==> src/hdl/jrf_consts.svh <==
/*
 * named constants of the lane receiver front: register map, field
 * positions, reset values, control characters and link limits.
 * assumes it is included by bare name wherever a number is needed.
 */
`ifndef JRF_CONSTS_SVH
`define JRF_CONSTS_SVH

// =====================================================================
// register map (byte addresses, 32-bit words)
`define JRF_ADR_CTRL      8'h00
`define JRF_ADR_STAT      8'h04
`define JRF_ADR_IRQ_ST    8'h08
`define JRF_ADR_IRQ_MSK   8'h0c
`define JRF_CTRL_RST      32'h0000_0403
`define JRF_CTRL_K        4:0
`define JRF_CTRL_F        15:8
`define JRF_STAT_ALL      8
`define JRF_STAT_KF_BAD   16
`define JRF_STAT_MEM_BAD  17
`define JRF_STAT_IN_RST   18
`define JRF_NEV           3
`define JRF_EV_DATA       0
`define JRF_EV_ALIGN      1
`define JRF_EV_LCFG       2

// =====================================================================
// control characters and link limits
`define JRF_K_COMMA       8'hbc
`define JRF_K_FRAME       8'hfc
`define JRF_K_MFRAME      8'h7c
`define JRF_CGS_COMMAS    3'h4
`define JRF_K_MIN         6'h04
`define JRF_F_MIN         9'h002
`define JRF_MF_MIN        14'h0012
`define JRF_MF_MAX        14'h0400
`define JRF_FABRIC_MAX    14'h0014
`define JRF_CFG_MF        9'h001
`define JRF_CFG_FIRST     14'h0002
`define JRF_CFG_LAST      14'h000f
`define JRF_CFG_OCTETS    14

`endif

==> src/hdl/jrf_pkg.sv <==
/*
 * types of the lane receiver front.
 * assumes nothing of its surroundings.
 */
package jrf_pkg;
   // one received octet with its control flag
   typedef struct packed {
      logic       k;
      logic [7:0] d;
   } jrf_oct_t;

   // per-lane alignment progress
   typedef enum logic [1:0] {
      code_sync_st,
      initial_alignment_state,
      data_phase_state
   } jrf_lane_st_t;
endpackage

==> src/hdl/jrf_lane_receiver_front.sv <==
/*
 * lane receiver front: lane input capture, optional symbol decoding,
 * code group sync, initial lane alignment, frame alignment repair,
 * link configuration checksum, word assembly, wishbone registers.
 * assumes one clock clk_i, lane pins asynchronous to it, lane 0 clock
 * slower than clk_i by a wide margin (at least 12 clk_i per period).
 */
// Functional notes
// - frame alignment repair present when FRAME_FIX is 1, absent when 0.
// - memory select 0 fabric only for K*F<=20, 1 small RAM, 2 large RAM.
// - checksum sums whole fields for method 0, configuration octets for 1.
// - mode 1 takes (width/8)*10 bits; mode 2 takes 10 or 8 bits.
// - in mode 2 the core word rate is slower than the lane clock.
// - link configuration check present only when LINK_CHECK is 1.
// - user words are 16, 32 or 64 bits for width select 0, 1, 2.
// - internal symbol decoder when DECODER_EN is 1, decoded octets when 0.
// - alignment length equals transmitter's and ends initial alignment state.
// - multiframe is K frames of F octets, 18 to 1024 octets in total.
// - active-low reset through a synchronizer; held three core cycles.
// - lane valid inputs join the reset before synchronizing.
// - without decoder, octet plus flag per lane, widened per octet in mode 1.
// - without decoder a receiver channel reset output is driven.
// - active lanes equal the lane count parameter plus one.
`timescale 1ns/10ps
`include "jrf_consts.svh"
`default_nettype none

module jrf_lane_receiver_front #(
   parameter int      LANE_PARAM      = 0,
   parameter int      WIDTH_SEL       = 0,
   parameter int      INPUT_MODE      = 1,
   parameter int      DECODER_EN      = 1,
   parameter int      FRAME_FIX       = 1,
   parameter int      MEM_SELECT      = 0,
   parameter int      CHECKSUM_OCTETS = 1,
   parameter int      LINK_CHECK      = 1,
   parameter int      ALIGN_MF_COUNT  = 4,
   localparam int     LANES           = LANE_PARAM + 1,
   localparam int     NB              = 2 << WIDTH_SEL,
   localparam int     DW              = 8 * NB,
   localparam int     SW              = 10 * NB
) (
   input  wire logic                  clk_i,
   input  wire logic                  rst_i,
   input  wire logic                  wb_cyc_i,
   input  wire logic                  wb_stb_i,
   input  wire logic                  wb_we_i,
   input  wire logic [7:0]            wb_adr_i,
   input  wire logic [31:0]           wb_dat_i,
   input  wire logic [3:0]            wb_sel_i,
   output logic      [31:0]           wb_dat_o,
   output logic                       wb_ack_o,
   output logic                       irq_o,
   input  wire logic                  core_reset_n_i,
   input  wire logic                  lane0_receive_clock_i,
   input  wire logic [LANES-1:0]      lane_receive_valid_i,
   input  wire logic [LANES*SW-1:0]   lane_raw_symbols_i,
   input  wire logic [LANES*DW-1:0]   lane_octets_i,
   input  wire logic [LANES*NB-1:0]   lane_octet_is_ctrl_i,
   output logic      [LANES*DW-1:0]   lane_data_o,
   output logic      [LANES-1:0]      lane_data_valid_o,
   output logic                       lane_rx_reset_n_o
);
   import jrf_pkg::*;

   localparam int IW = LANES * (SW + DW + NB);

   // =====================================================================
   // helpers
   // 10-bit symbol to octet; unknown 6-bit groups read as low five bits zero, unknown 4-bit groups as high three bits 7
   function automatic jrf_oct_t dec10(input logic [9:0] s);
      logic [5:0] a;
      logic [3:0] f;
      logic [4:0] x;
      logic [2:0] y;
      logic       k;
      a = s[9:4];
      f = s[3:0];
      k = (a == 6'b001111) || (a == 6'b110000);
      if (a == 6'b110000) begin
         f = ~f;
      end
      case (a)
         6'b100111, 6'b011000: x = 5'd0;
         6'b011101, 6'b100010: x = 5'd1;
         6'b101101, 6'b010010: x = 5'd2;
         6'b110001:            x = 5'd3;
         6'b110101, 6'b001010: x = 5'd4;
         6'b101001:            x = 5'd5;
         6'b011001:            x = 5'd6;
         6'b111000, 6'b000111: x = 5'd7;
         6'b111001, 6'b000110: x = 5'd8;
         6'b100101:            x = 5'd9;
         6'b010101:            x = 5'd10;
         6'b110100:            x = 5'd11;
         6'b001101:            x = 5'd12;
         6'b101100:            x = 5'd13;
         6'b011100:            x = 5'd14;
         6'b010111, 6'b101000: x = 5'd15;
         6'b011011, 6'b100100: x = 5'd16;
         6'b100011:            x = 5'd17;
         6'b010011:            x = 5'd18;
         6'b110010:            x = 5'd19;
         6'b001011:            x = 5'd20;
         6'b101010:            x = 5'd21;
         6'b011010:            x = 5'd22;
         6'b111010, 6'b000101: x = 5'd23;
         6'b110011, 6'b001100: x = 5'd24;
         6'b100110:            x = 5'd25;
         6'b010110:            x = 5'd26;
         6'b110110, 6'b001001: x = 5'd27;
         6'b001110, 6'b001111, 6'b110000: x = 5'd28;
         6'b101110, 6'b010001: x = 5'd29;
         6'b011110, 6'b100001: x = 5'd30;
         6'b101011, 6'b010100: x = 5'd31;
         default:              x = 5'd0;
      endcase
      case (f)
         4'b1011, 4'b0100: y = 3'd0;
         4'b1001:          y = 3'd1;
         4'b0101:          y = 3'd2;
         4'b1100, 4'b0011: y = 3'd3;
         4'b1101, 4'b0010: y = 3'd4;
         4'b1010:          y = 3'd5;
         4'b0110:          y = 3'd6;
         default:          y = 3'd7;
      endcase
      return '{k: k, d: {y, x}};
   endfunction

   // checksum over the captured configuration octets
   function automatic logic [7:0] csum(input logic [8*`JRF_CFG_OCTETS-1:0] c);
      logic [7:0] o [`JRF_CFG_OCTETS];
      logic [7:0] s;
      for (int i = 0; i < `JRF_CFG_OCTETS; i++) begin
         o[i] = c[8*(`JRF_CFG_OCTETS-1-i) +: 8];
      end
      s = 8'h00;
      if (CHECKSUM_OCTETS != 0) begin
         for (int i = 0; i < `JRF_CFG_OCTETS - 3; i++) begin
            s = s + o[i];
         end
      end else begin
         s = o[0] + {4'h0, o[1][3:0]} + {4'h0, o[1][7:4]} + {3'h0, o[2][4:0]}
           + {7'h0, o[2][5]} + {7'h0, o[2][6]} + {3'h0, o[3][4:0]} + {7'h0, o[3][7]}
           + o[4] + {3'h0, o[5][4:0]} + o[6] + {3'h0, o[7][4:0]} + {6'h0, o[7][7:6]}
           + {3'h0, o[8][4:0]} + {5'h0, o[8][7:5]} + {3'h0, o[9][4:0]}
           + {5'h0, o[9][7:5]} + {3'h0, o[10][4:0]} + {7'h0, o[10][7]};
      end
      return s;
   endfunction

   // byte enables to a bit mask
   function automatic logic [31:0] be_mask(input logic [3:0] sel);
      return {{8{sel[3]}}, {8{sel[2]}}, {8{sel[1]}}, {8{sel[0]}}};
   endfunction

   // =====================================================================
   // synchronizers: reset, lane 0 clock, lane pins
   logic [2:0]    rs_q, rs_d, ck_q, ck_d;
   logic          rhold_q, rhold_d, lvl_q, lvl_d;
   logic [IW-1:0] ip_q [3];
   logic          core_rst, rise;

   // reset and clock levels count once stages two and three agree
   always_comb begin
      rs_d    = {rs_q[1:0], core_reset_n_i & (&lane_receive_valid_i)};
      ck_d    = {ck_q[1:0], lane0_receive_clock_i};
      rhold_d = (rs_q[1] == rs_q[2]) ? rs_q[2] : rhold_q;
      lvl_d   = (ck_q[1] == ck_q[2]) ? ck_q[2] : lvl_q;
   end

   assign core_rst = rst_i | ~rhold_q;
   assign rise     = ck_q[1] & ck_q[2] & ~lvl_q;

   always_ff @(posedge clk_i) begin
      if (rst_i) begin
         rs_q    <= 3'h0;
         ck_q    <= 3'h0;
         rhold_q <= 1'b0;
         lvl_q   <= 1'b0;
      end else begin
         rs_q    <= rs_d;
         ck_q    <= ck_d;
         rhold_q <= rhold_d;
         lvl_q   <= lvl_d;
      end
   end

   // lane pins follow the clock through matching stages, no reset needed
   always_ff @(posedge clk_i) begin
      ip_q[0] <= {lane_octet_is_ctrl_i, lane_octets_i, lane_raw_symbols_i};
      ip_q[1] <= ip_q[0];
      ip_q[2] <= ip_q[1];
   end

   // =====================================================================
   // link geometry from the control register
   logic [31:0] ctrl_q, ctrl_d;
   logic [5:0]  ksz;
   logic [8:0]  fsz;
   logic [13:0] kf;
   logic        kf_bad, mem_bad;

   always_comb begin
      ksz     = {1'b0, ctrl_q[`JRF_CTRL_K]} + 6'h01;
      fsz     = {1'b0, ctrl_q[`JRF_CTRL_F]} + 9'h001;
      kf      = 14'(ksz) * 14'(fsz);
      kf_bad  = (ksz < `JRF_K_MIN) || (fsz < `JRF_F_MIN)
             || (kf < `JRF_MF_MIN) || (kf > `JRF_MF_MAX);
      mem_bad = (MEM_SELECT > 2) || ((MEM_SELECT == 0) && (kf > `JRF_FABRIC_MAX));
   end

   // =====================================================================
   // per-lane alignment
   logic [LANES-1:0] ev_data, ev_align, ev_lcfg, in_data;

   for (genvar l = 0; l < LANES; l++) begin : g_lane
      jrf_oct_t [NB-1:0]           fq_q, fq_d;
      logic [3:0]                  fc_q, fc_d;
      jrf_lane_st_t                st_q, st_d;
      logic [2:0]                  cc_q, cc_d, wc_q, wc_d;
      logic [7:0]                  po_q, po_d;
      logic [4:0]                  pf_q, pf_d;
      logic [8:0]                  mf_q, mf_d;
      logic [8*`JRF_CFG_OCTETS-1:0] cfg_q, cfg_d;
      logic [DW-1:0]               wb_q, wb_d, dat_q, dat_d;
      logic                        vld_q, vld_d, chk_q, chk_d;
      logic                        evd_q, evd_d, eva_q, eva_d, evl_q, evl_d;
      jrf_oct_t                    cur;
      logic                        last_o, last_f;
      logic [13:0]                 moct;

      always_comb begin
         fq_d   = fq_q;
         fc_d   = fc_q;
         st_d   = st_q;
         cc_d   = cc_q;
         po_d   = po_q;
         pf_d   = pf_q;
         mf_d   = mf_q;
         cfg_d  = cfg_q;
         wb_d   = wb_q;
         wc_d   = wc_q;
         dat_d  = dat_q;
         vld_d  = 1'b0;
         chk_d  = 1'b0;
         evd_d  = 1'b0;
         eva_d  = 1'b0;
         evl_d  = 1'b0;
         cur    = fq_q[0];
         last_o = (po_q == ctrl_q[`JRF_CTRL_F]);
         last_f = (pf_q == ctrl_q[`JRF_CTRL_K]);
         moct   = 14'(pf_q) * 14'(fsz) + 14'(po_q);
         // octets drain one per clk; the lane clock is far slower
         if (fc_q != 4'h0) begin
            fq_d = fq_q >> $bits(jrf_oct_t);
            fc_d = fc_q - 4'h1;
         end
         // mode 1 loads a whole word, mode 2 a single symbol
         // mode 2 thus gives one core word per NB lane clocks
         if (rise) begin
            for (int j = 0; j < NB; j++) begin
               if (INPUT_MODE == 1 || j == 0) begin
                  fq_d[j] = (DECODER_EN != 0)
                     ? dec10(ip_q[2][l*SW + 10*j +: 10])
                     : '{k: ip_q[2][LANES*(SW+DW) + l*NB + j],
                         d: ip_q[2][LANES*SW + l*DW + 8*j +: 8]};
               end
            end
            fc_d = (INPUT_MODE == 1) ? 4'(NB) : 4'h1;
         end
         if (fc_q != 4'h0) begin
            case (st_q)
               code_sync_st: begin
                  if (cur.k && cur.d == `JRF_K_COMMA) begin
                     cc_d = (cc_q == `JRF_CGS_COMMAS) ? cc_q : cc_q + 3'h1;
                  end else if (cc_q == `JRF_CGS_COMMAS && !kf_bad) begin
                     st_d = initial_alignment_state;
                     po_d = 8'h01;
                     pf_d = 5'h00;
                     mf_d = 9'h000;
                  end else begin
                     cc_d = 3'h0;
                  end
               end
               initial_alignment_state: begin
                  // configuration octets follow the two markers of multiframe 1
                  if (LINK_CHECK != 0 && mf_q == `JRF_CFG_MF
                      && moct >= `JRF_CFG_FIRST && moct <= `JRF_CFG_LAST) begin
                     cfg_d = {cfg_q[8*`JRF_CFG_OCTETS-9:0], cur.d};
                     chk_d = (moct == `JRF_CFG_LAST);
                  end
                  po_d = last_o ? 8'h00 : po_q + 8'h01;
                  if (last_o) begin
                     pf_d = last_f ? 5'h00 : pf_q + 5'h01;
                  end
                  if (last_o && last_f) begin
                     if (mf_q == 9'(ALIGN_MF_COUNT - 1)) begin
                        st_d  = data_phase_state;
                        evd_d = 1'b1;
                        wc_d  = 3'h0;
                     end else begin
                        mf_d = mf_q + 9'h001;
                     end
                  end
               end
               data_phase_state: begin
                  // a frame marker away from the frame end means we slipped
                  if (FRAME_FIX != 0 && cur.k && !last_o
                      && (cur.d == `JRF_K_FRAME || cur.d == `JRF_K_MFRAME)) begin
                     po_d  = 8'h00;
                     pf_d  = last_f ? 5'h00 : pf_q + 5'h01;
                     eva_d = 1'b1;
                  end else begin
                     po_d = last_o ? 8'h00 : po_q + 8'h01;
                     if (last_o) begin
                        pf_d = last_f ? 5'h00 : pf_q + 5'h01;
                     end
                  end
                  // first octet ends up in the low byte
                  wb_d = {cur.d, wb_q[DW-1:8]};
                  wc_d = wc_q + 3'h1;
                  if (wc_q == 3'(NB - 1)) begin
                     dat_d = wb_d;
                     vld_d = 1'b1;
                     wc_d  = 3'h0;
                  end
               end
               default: st_d = code_sync_st;
            endcase
         end
         // checksum is judged the cycle after the last octet lands
         if (LINK_CHECK != 0 && chk_q && csum(cfg_q) != cfg_q[7:0]) begin
            evl_d = 1'b1;
         end
         if (kf_bad) begin
            st_d = code_sync_st;
            cc_d = 3'h0;
         end
      end

      // core reset returns the lane to comma search
      always_ff @(posedge clk_i) begin
         if (core_rst) begin
            fq_q  <= '0;
            fc_q  <= 4'h0;
            st_q  <= code_sync_st;
            cc_q  <= 3'h0;
            po_q  <= 8'h00;
            pf_q  <= 5'h00;
            mf_q  <= 9'h000;
            cfg_q <= '0;
            wb_q  <= '0;
            wc_q  <= 3'h0;
            dat_q <= '0;
            vld_q <= 1'b0;
            chk_q <= 1'b0;
            evd_q <= 1'b0;
            eva_q <= 1'b0;
            evl_q <= 1'b0;
         end else begin
            fq_q  <= fq_d;
            fc_q  <= fc_d;
            st_q  <= st_d;
            cc_q  <= cc_d;
            po_q  <= po_d;
            pf_q  <= pf_d;
            mf_q  <= mf_d;
            cfg_q <= cfg_d;
            wb_q  <= wb_d;
            wc_q  <= wc_d;
            dat_q <= dat_d;
            vld_q <= vld_d;
            chk_q <= chk_d;
            evd_q <= evd_d;
            eva_q <= eva_d;
            evl_q <= evl_d;
         end
      end

      assign lane_data_o[l*DW +: DW] = dat_q;
      assign lane_data_valid_o[l]    = vld_q;
      assign ev_data[l]              = evd_q;
      assign ev_align[l]             = eva_q;
      assign ev_lcfg[l]              = evl_q;
      assign in_data[l]              = (st_q == data_phase_state);
   end

   // =====================================================================
   // wishbone slave, interrupts, channel reset
   logic [31:0]         dat_q, dat_d, stat;
   logic [`JRF_NEV-1:0] ist_q, ist_d, msk_q, msk_d, ev;
   logic                ack_q, ack_d, irq_q, irq_d, wr, rxr_q, rxr_d;

   // answer one cycle after the request; writes land with the ack
   always_comb begin
      ev                    = {|ev_lcfg, |ev_align, |ev_data};
      stat                  = 32'h0000_0000;
      stat[LANES-1:0]       = in_data;
      stat[`JRF_STAT_ALL]   = &in_data;
      stat[`JRF_STAT_KF_BAD]  = kf_bad;
      stat[`JRF_STAT_MEM_BAD] = mem_bad;
      stat[`JRF_STAT_IN_RST]  = core_rst;
      ack_d  = wb_cyc_i & wb_stb_i & ~ack_q;
      wr     = ack_d & wb_we_i;
      ctrl_d = ctrl_q;
      msk_d  = msk_q;
      ist_d  = ist_q;
      dat_d  = dat_q;
      if (wr && wb_adr_i == `JRF_ADR_CTRL) begin
         ctrl_d = (ctrl_q & ~be_mask(wb_sel_i)) | (wb_dat_i & be_mask(wb_sel_i));
      end
      if (wr && wb_adr_i == `JRF_ADR_IRQ_MSK) begin
         msk_d = (msk_q & ~{`JRF_NEV{wb_sel_i[0]}}) | (wb_dat_i[`JRF_NEV-1:0] & {`JRF_NEV{wb_sel_i[0]}});
      end
      // a new event beats a clear in the same cycle
      if (wr && wb_adr_i == `JRF_ADR_IRQ_ST) begin
         ist_d = ist_q & ~(wb_dat_i[`JRF_NEV-1:0] & {`JRF_NEV{wb_sel_i[0]}});
      end
      ist_d = ist_d | ev;
      if (ack_d) begin
         case (wb_adr_i)
            `JRF_ADR_CTRL:    dat_d = ctrl_q;
            `JRF_ADR_STAT:    dat_d = stat;
            `JRF_ADR_IRQ_ST:  dat_d = {{(32-`JRF_NEV){1'b0}}, ist_q};
            `JRF_ADR_IRQ_MSK: dat_d = {{(32-`JRF_NEV){1'b0}}, msk_q};
            default:          dat_d = 32'h0000_0000;
         endcase
      end
      irq_d = |(ist_q & msk_q);
      rxr_d = (DECODER_EN == 0) ? ~core_rst : 1'b1;
   end

   always_ff @(posedge clk_i) begin
      if (rst_i) begin
         ctrl_q <= `JRF_CTRL_RST;
         msk_q  <= '0;
         ist_q  <= '0;
         dat_q  <= 32'h0000_0000;
         ack_q  <= 1'b0;
         irq_q  <= 1'b0;
         rxr_q  <= 1'b0;
      end else begin
         ctrl_q <= ctrl_d;
         msk_q  <= msk_d;
         ist_q  <= ist_d;
         dat_q  <= dat_d;
         ack_q  <= ack_d;
         irq_q  <= irq_d;
         rxr_q  <= rxr_d;
      end
   end

   assign wb_dat_o          = dat_q;
   assign wb_ack_o          = ack_q;
   assign irq_o             = irq_q;
   assign lane_rx_reset_n_o = rxr_q;
endmodule

`default_nettype wire

==> config.mk <==
export PLATFORM = sky130hd
export DESIGN_NAME = jrf_lane_receiver_front
export DESIGN_NICKNAME = d
export VERILOG_FILES = /design/src/hdl/jrf_pkg.sv /design/src/hdl/jrf_lane_receiver_front.sv
export VERILOG_INCLUDE_DIRS = /design/src /design/src/hdl
export SDC_FILE = /design/constraint.sdc
export NUM_CORES = 1
export LEC_CHECK = 0
export BUFFER_PORTS_ARGS = -buffer_cell sky130_fd_sc_hd__buf_4
export CAP_MARGIN = 15
export CORE_MARGIN = 10
export CORE_UTILIZATION = 54
export DETAILED_ROUTE_END_ITERATION = 8
export PLACE_DENSITY = 0.73
export SYNTH_ARGS = -nofsm -noshare
export SYNTH_HDL_FRONTEND = slang
export SYNTH_SLANG_ARGS = --single-unit
==> constraint.sdc <==
create_clock -name clk_i -period 6.7 [get_ports clk_i]
set_input_delay 0.335 -clock clk_i [delete_from_list [all_inputs] [get_ports clk_i]]
set_output_delay 0.335 -clock clk_i [all_outputs]
set_load 0.005 [all_outputs]
==> results of run 1 <==
==> power breakdown <==
group          leakage, µW  internal (µW)  switching [µW]
clock network     0.000550           1100             791
registers          0.00271           2010            24.3
logic              0.00497           65.1            59.0
==> worst max-delay path: stages, from the launching register on <==
cell and delay [ns]:
dfxtp_1 0.45, ha_1 0.34, nand2_1 0.18, nor2_2 0.30, xnor2_2 0.25, and2_1 0.22
fa_1 0.45, fa_1 0.50, inv_1 0.06, fa_1 0.53, inv_1 0.04, ha_1 0.43
o21ai_1 0.16, o21ai_1 0.23, nand2_1 0.09, xor2_1 0.23, nand4b_4 0.21, o41ai_4 0.59
nand3_4 0.21, or4_1 0.54, a21oi_1 0.17
==> synth_stat cells, types with 42 or more instances <==
cell type and number:
mux2i_1 144, dfxtp_1 334, inv_1 156, nor2b_1 42, a21oi_1 107, nand2_1 181
ha_1 80, clkbuf_1 77, fa_1 114, o21ai_0 46, nor2_1 272, xnor2_1 52
==> stage by stage <==
step	setup WS, ns	hold slack [ns]
3_3_place_gp	0.505	0.310
2_1_floorplan	1.01	0.310
3_5_place_dp	0.332	0.312
6_report	0.428	0.0415
4_1_cts	0.276	0.0212
5_1_grt	0.0376	0.0220
==> per-layer routing <==
metal	vias to the layer above	GRT usage [%]
met3	60	3.26
li1	7014	-
met5	-	0
met2	385	33.5
met4	0	5.46
met1	6836	24.0
==> kinds of logic after synthesis <==
| family | after synthesis | synth area share, % |
|---|---|---|
| flip-flops | 334 | 36.1 |
| XOR/XNOR | 73 | 3.45 |
| multiplexers | 150 | 8.21 |
| buffers and inverters | 262 | 5.56 |
| adder cells (fa/ha/maj) | 194 | 17.7 |
| AO/OA/AOI/OAI | 329 | 11.9 |
| AND/OR/NAND/NOR | 684 | 17.1 |
==> worst paths after layout <==
kind,depth (start not counted),from,slack [ns],to
max reg2reg,20,flop,0.43,g_lane[0].mf_q[5]$_SDFFE_PP0P_
min reg2reg,0,ip_q[0][2]$_DFF_P_,0.33,ip_q[0][40]$_DFF_P_
max,20,flop,0.43,g_lane[0].mf_q[5]$_SDFFE_PP0P_
min,2,lane0_receive_clock_i,0.04,ck_q[0]$_SDFF_PP0_
==> area by class of cell <==
| cell class | count | area, µm² | area share (%) |
|---|---|---|---|
| flip-flops and latches | 334 | 6690 | 31.7 |
| inverters | 156 | 586 | 2.77 |
| clock inverters | 12 | 113 | 0.534 |
| clock buffers | 50 | 1010 | 4.80 |
| multi-input cells | 1430 | 10900 | 51.4 |
| well taps | 448 | 561 | 2.66 |
| repair buffers | 162 | 1290 | 6.12 |
==> repair_timing <==
item	CTS	global route
hold buffers	20	0
endpoints found under the hold margin	20	0
resized for setup	0	3
setup endpoints to repair	0	14
setup buffers	0	0
==> flow_metrics.env, run 1 <==
export IMPL_run_status="completed"
export IMPL_leakagePower_uw=0.00823
export IMPL_post_route_min_period_ns=6.27
export IMPL_slew_violations=0
export IMPL_cts_root_buffer="clkbuf_16"
export IMPL_met3_length_um=2170
export IMPL_fillCellCount=2819
export IMPL_first_pass_iters=5
export IMPL_syn_inst=2026
export IMPL_setup_violations=0
export IMPL_track_usage_pct=19.2
export IMPL_detail_route_iter0_violations=847
export IMPL_diodes=0
export IMPL_layout_commonest_cell="dfxtp_1"
export IMPL_drcViolationCount=0
export IMPL_syn_to_final_growth_pct=13.9
export IMPL_cts_clk_slew_worst_paths_ns=0.06
export IMPL_yosysSeqAreaShare_pct=36.1
export IMPL_grt_pass1_wl_um=68500
export IMPL_hpwl_um=29000
export IMPL_wl_per_cell_um=15.7
export IMPL_antenna_violating_nets_post_route=0
export IMPL_tns_ns=0
export IMPL_io_pins=142
export IMPL_vias=14300
export IMPL_ys_async_sr_fraction_pct=0
export IMPL_placed_cells=2510
export IMPL_yosys_area_top_type="dfxtp_1"
export IMPL_skew_ns=0.0228
export IMPL_syn_num_nets=2310
export IMPL_initial_core_util_pct=55.0
export IMPL_clk_path_buf_depth=3
export IMPL_netlist_area_um2=18500
export IMPL_cts_buffers=35
export IMPL_placed_cell_area_um2=19800
export IMPL_overflow=0
export IMPL_slew_limit_headroom_pct=30.6
export IMPL_yosysWarnings=0
export IMPL_ys_types=81
export IMPL_yosysTopAreaCellShare_pct=36.1
export IMPL_finalHoldViolCount=0
export IMPL_die_x_um=205
export IMPL_synth_top_flop_cell="dfxtp_1"
export IMPL_stdcell_count=2592
export IMPL_hold_path_class="input port to flop"
export IMPL_m1WireLength_um=17400
export IMPL_wl_um=40600
export IMPL_start_kind="flop"
export IMPL_wl_met2_um=20200
export IMPL_peakVddDrop_v=0.000245
export IMPL_power_total_uw=4050
export IMPL_row_count=67
export IMPL_final_nets=2403
export IMPL_cap_violations=0
export IMPL_crit_type="flop to flop"
export IMPL_crit_required_ns=7.14
export IMPL_drive_gt1_share_pct=10.9
export IMPL_coreArea_um2=33700
export IMPL_synth_seq_cells=334
export IMPL_period_share_pct=93.6
export IMPL_yosys_top_cells_area="dfxtp_1 (36%), fa_1 (12%), mux2i_1 (7.8%)"
export IMPL_grt_max_degree=103
export IMPL_p_per_area_nw_per_um2=192
export IMPL_grt_pass1_vias=14100
export IMPL_antenna_found_initial=0
export IMPL_fmax_mhz=159
export IMPL_cts_tree="done"
export IMPL_final_cell_mix="dfxtp_1 (334), nor2_1 (271), nand2_1 (180)"
export IMPL_final_cell_area_um2=21100
export IMPL_clk_latency_ns=0.53
export IMPL_die_area_um2=42100
export IMPL_rsz0062_at_grt="no"
export IMPL_cts_num_sinks=334
export IMPL_worst_pin_slew_ns=1.04
export IMPL_synth_edff_count=0
export IMPL_detail_route_vias_per_cell=5.52
export IMPL_routed_top_layer="met4"
export IMPL_die_h_um=205
export IMPL_end_kind="flop"
export IMPL_worstPathArrival_ns=6.71
export IMPL_gp_congestion=0.859
export IMPL_cp_max_fo=10
export IMPL_final_core_util_pct=62.6
export IMPL_htreeDepth=2
export IMPL_synth_area_per_cell_um2=9.14
export IMPL_io_buffer_count=123
No activity file was read; power rests on OpenSTA's default activity.
==> run 2, diff against run 1 <==
--- a/config.mk
+++ b/config.mk
@@ -12,2 +12,4 @@
 export CORE_UTILIZATION = 54
+export CTS_BUF_LIST = sky130_fd_sc_hd__clkbuf_4 sky130_fd_sc_hd__clkbuf_8
+export CTS_CLUSTER_DIAMETER = 30
 export DETAILED_ROUTE_END_ITERATION = 8
==> constraint.sdc (replaced) <==
create_clock -name clk_i -period 6.7 [get_ports clk_i]
set_input_delay 0.67 -clock clk_i [delete_from_list [all_inputs] [get_ports clk_i]]
set_output_delay 0.67 -clock clk_i [all_outputs]
set_load 0.005 [all_outputs]
==> run 2 against run 1 <==
  * Fmax up 0.16%
  * Die area unchanged
  * Critical path depth unchanged
  * Core utilization up 1.1 points
  * Final area up 1.8%
  * Global-route usage down 0.12 points
  * Cell count up 1.7%
  * Power up 16%
  * Sequential cell count unchanged
  * Register-to-register slack about the same
  * Clock power up 34%
  * Worst hold slack better by 0.13 ns
  * Critical path type unchanged
  * Critical endpoint unchanged
==> flow_metrics.env, run 2 (synthesis gave the netlist of run 1 again) <==
export IMPL_run_status="completed"
export IMPL_worstPathArrival_ns=6.80
export IMPL_grt_max_degree=83
export IMPL_crit_type="flop to flop"
export IMPL_holdWs_ns=0.174
export IMPL_fmax_mhz=160
export IMPL_leakagePower_uw=0.00846
export IMPL_crit_buf_inv=3
export IMPL_cts_buffers=70
export IMPL_overflow=0
export IMPL_crit_chain="buf_4 > nand3_1 > nor2_1 > xnor2_1 > nor2b_1 > fa_1 > fa_1 > inv_1 > fa_1 > inv_1 > ha_1 > a211oi_2 > xor2_1 > a41o_1 > and4_1 > a22oi_2 > o41ai_4 > nand3_4 > or4_1 > a21oi_1"
export IMPL_initial_core_util_pct=55.0
export IMPL_clk_latency_ns=0.61
export IMPL_worst_path_stages=20
export IMPL_ff2ff_path_depth=20
export IMPL_rsz0062_at_grt="no"
export IMPL_hold_path_class="input port to flop"
export IMPL_skew_ns=0.0328
export IMPL_vias=14400
export IMPL_die_area_um2=42100
export IMPL_cp_common_cell="fa_1"
export IMPL_grt_pass1_wl_um=67800
export IMPL_setup_violations=0
export IMPL_crit_path_end="g_lane[0].mf_q[5]$_SDFFE_PP0P_"
export IMPL_antenna_violating_nets_post_route=0
export IMPL_cts_num_sinks=334
export IMPL_hold_buffers=0
export IMPL_detail_route_vias_per_cell=5.45
export IMPL_reg2reg_slack_ns=0.44
export IMPL_finalHoldViolCount=0
export IMPL_drive_gt1_share_pct=13.9
export IMPL_clk_path_buf_depth=3
export IMPL_antenna_found_initial=0
export IMPL_detail_route_iter0_violations=753
export IMPL_period_share_pct=93.5
export IMPL_diodes=0
export IMPL_gp_congestion=0.860
export IMPL_p_per_area_nw_per_um2=218
export IMPL_io_buffer_count=123
export IMPL_peakVddDrop_v=0.000167
export IMPL_row_count=67
export IMPL_first_pass_iters=7
export IMPL_wl_um=40200
export IMPL_end_kind="flop"
export IMPL_post_route_min_period_ns=6.26
export IMPL_layout_commonest_cell="dfxtp_1"
export IMPL_cts_root_buffer="clkbuf_8"
export IMPL_final_setup_worst_slack_ns=0.438
export IMPL_grt_pass1_vias=14400
export IMPL_track_usage_pct=19.1
export IMPL_start_kind="flop"
export IMPL_cap_violations=0
export IMPL_dp_slack_ns=0.376
export IMPL_syn_to_final_growth_pct=15.9
export IMPL_htreeDepth=3
export IMPL_cts_clk_slew_worst_paths_ns=0.06
export IMPL_slew_limit_headroom_pct=32.5
export IMPL_cts_tree="done"
export IMPL_worst_path_max_delay_cell="xnor2_1"
export IMPL_drcViolationCount=0
export IMPL_tns_ns=0
export IMPL_crit_required_ns=7.24
export IMPL_final_nets=2418
export IMPL_io_pins=142
export IMPL_cpPeakStageDelay_ns=0.79
export IMPL_cp_max_fo=11
export IMPL_final_cell_mix="dfxtp_1 (334), nor2_1 (272), nand2_1 (180)"
export IMPL_die_h_um=205
export IMPL_r2r_end="g_lane[0].mf_q[5]$_SDFFE_PP0P_"
export IMPL_coreArea_um2=33700
export IMPL_slew_violations=0
export IMPL_die_x_um=205
export IMPL_final_core_util_pct=63.7
export IMPL_hpwl_um=28400
export IMPL_worst_pin_slew_ns=1.01
export IMPL_wl_per_cell_um=15.3
export IMPL_cp_top_family="adder cells"
## run 2: cell types whose count changed in the layout (fill, tap and decap cells not counted), moves of 2 or more
cell,before,now
inv_6,2,4
clkbuf_1,8,0
clkinv_4,1,4
clkbuf_8,6,89
clkinv_2,5,8
clkbuf_16,36,0
clkinvlp_4,2,6
bufinv_16,1,9
dlygate4sd3_1,20,0
clkbuf_4,0,6
## run 2: power by group
| part | internal (µW) | total, µW | switching [µW] |
|---|---|---|---|
| sequential | 2010 | 2030 | 23.8 |
| clock | 1600 | 2530 | 937 |
| combinational | 57.5 | 114 | 56.3 |
## run 2: per-stage QoR
step	instances	instance area [µm²]	total power (µW)
after floorplan	2026	18500	2140
after global placement	2510	19800	2180
after detailed placement	2510	19800	2190
after CTS	2636	21500	4730
after global routing	2636	21500	4840
final	2636	21500	4680
## run 2: what timing repair did
| item | in CTS | in global routing |
|---|---|---|
| resized for setup | 0 | 1 |
| endpoints found under the setup margin | 0 | 4 |
| setup buffers | 0 | 0 |
## run 2: routing by layer
metal	global-route usage [%]	up-vias	wire, µm
met1	23.2	6887	17300
met4	7.48	0	1020
met3	4.10	75	2290
li1	-	7063	-
met2	32.5	346	19600
met5	0	-	0
## run 2: worst min-delay path by stage
stage                           start                  end  slack [ns]  cells after the start
5_1_grt        lane_raw_symbols_i[17]  ip_q[0][17]$_DFF_P_        0.14                      1
3_5_place_dp      ip_q[0][10]$_DFF_P_  ip_q[0][48]$_DFF_P_        0.31                      0
4_1_cts        lane_raw_symbols_i[17]  ip_q[0][17]$_DFF_P_        0.13                      1
2_1_floorplan      ip_q[0][0]$_DFF_P_  ip_q[0][38]$_DFF_P_        0.31                      0
6_report        lane_raw_symbols_i[6]   ip_q[0][6]$_DFF_P_        0.17                      1
3_3_place_gp       ip_q[0][5]$_DFF_P_  ip_q[0][43]$_DFF_P_        0.31                      0
## run 2: worst reg2reg max path: stages (launching register included)
cell and delay, ns:
dfxtp_1 0.32, buf_4 0.18, nand3_1 0.15, nor2_1 0.08, xnor2_1 0.79, nor2b_1 0.15, fa_1 0.51, fa_1 0.49
inv_1 0.05, fa_1 0.54, inv_1 0.05, ha_1 0.29, a211oi_2 0.37, xor2_1 0.20, a41o_1 0.23, and4_1 0.24
a22oi_2 0.13, o41ai_4 0.54, nand3_4 0.20, or4_1 0.55, a21oi_1 0.15
## run 2: area by class of cell
cell class / count / area (µm²)
Multi-Input combinational cell: 1430 / 10800
Timing Repair Buffer: 142 / 1100
Fill cell: 2839 / 12200
Tap cell: 448 / 561
Sequential cell: 334 / 6690
Clock inverter: 31 / 425
Clock buffer: 95 / 1270
Inverter: 156 / 586
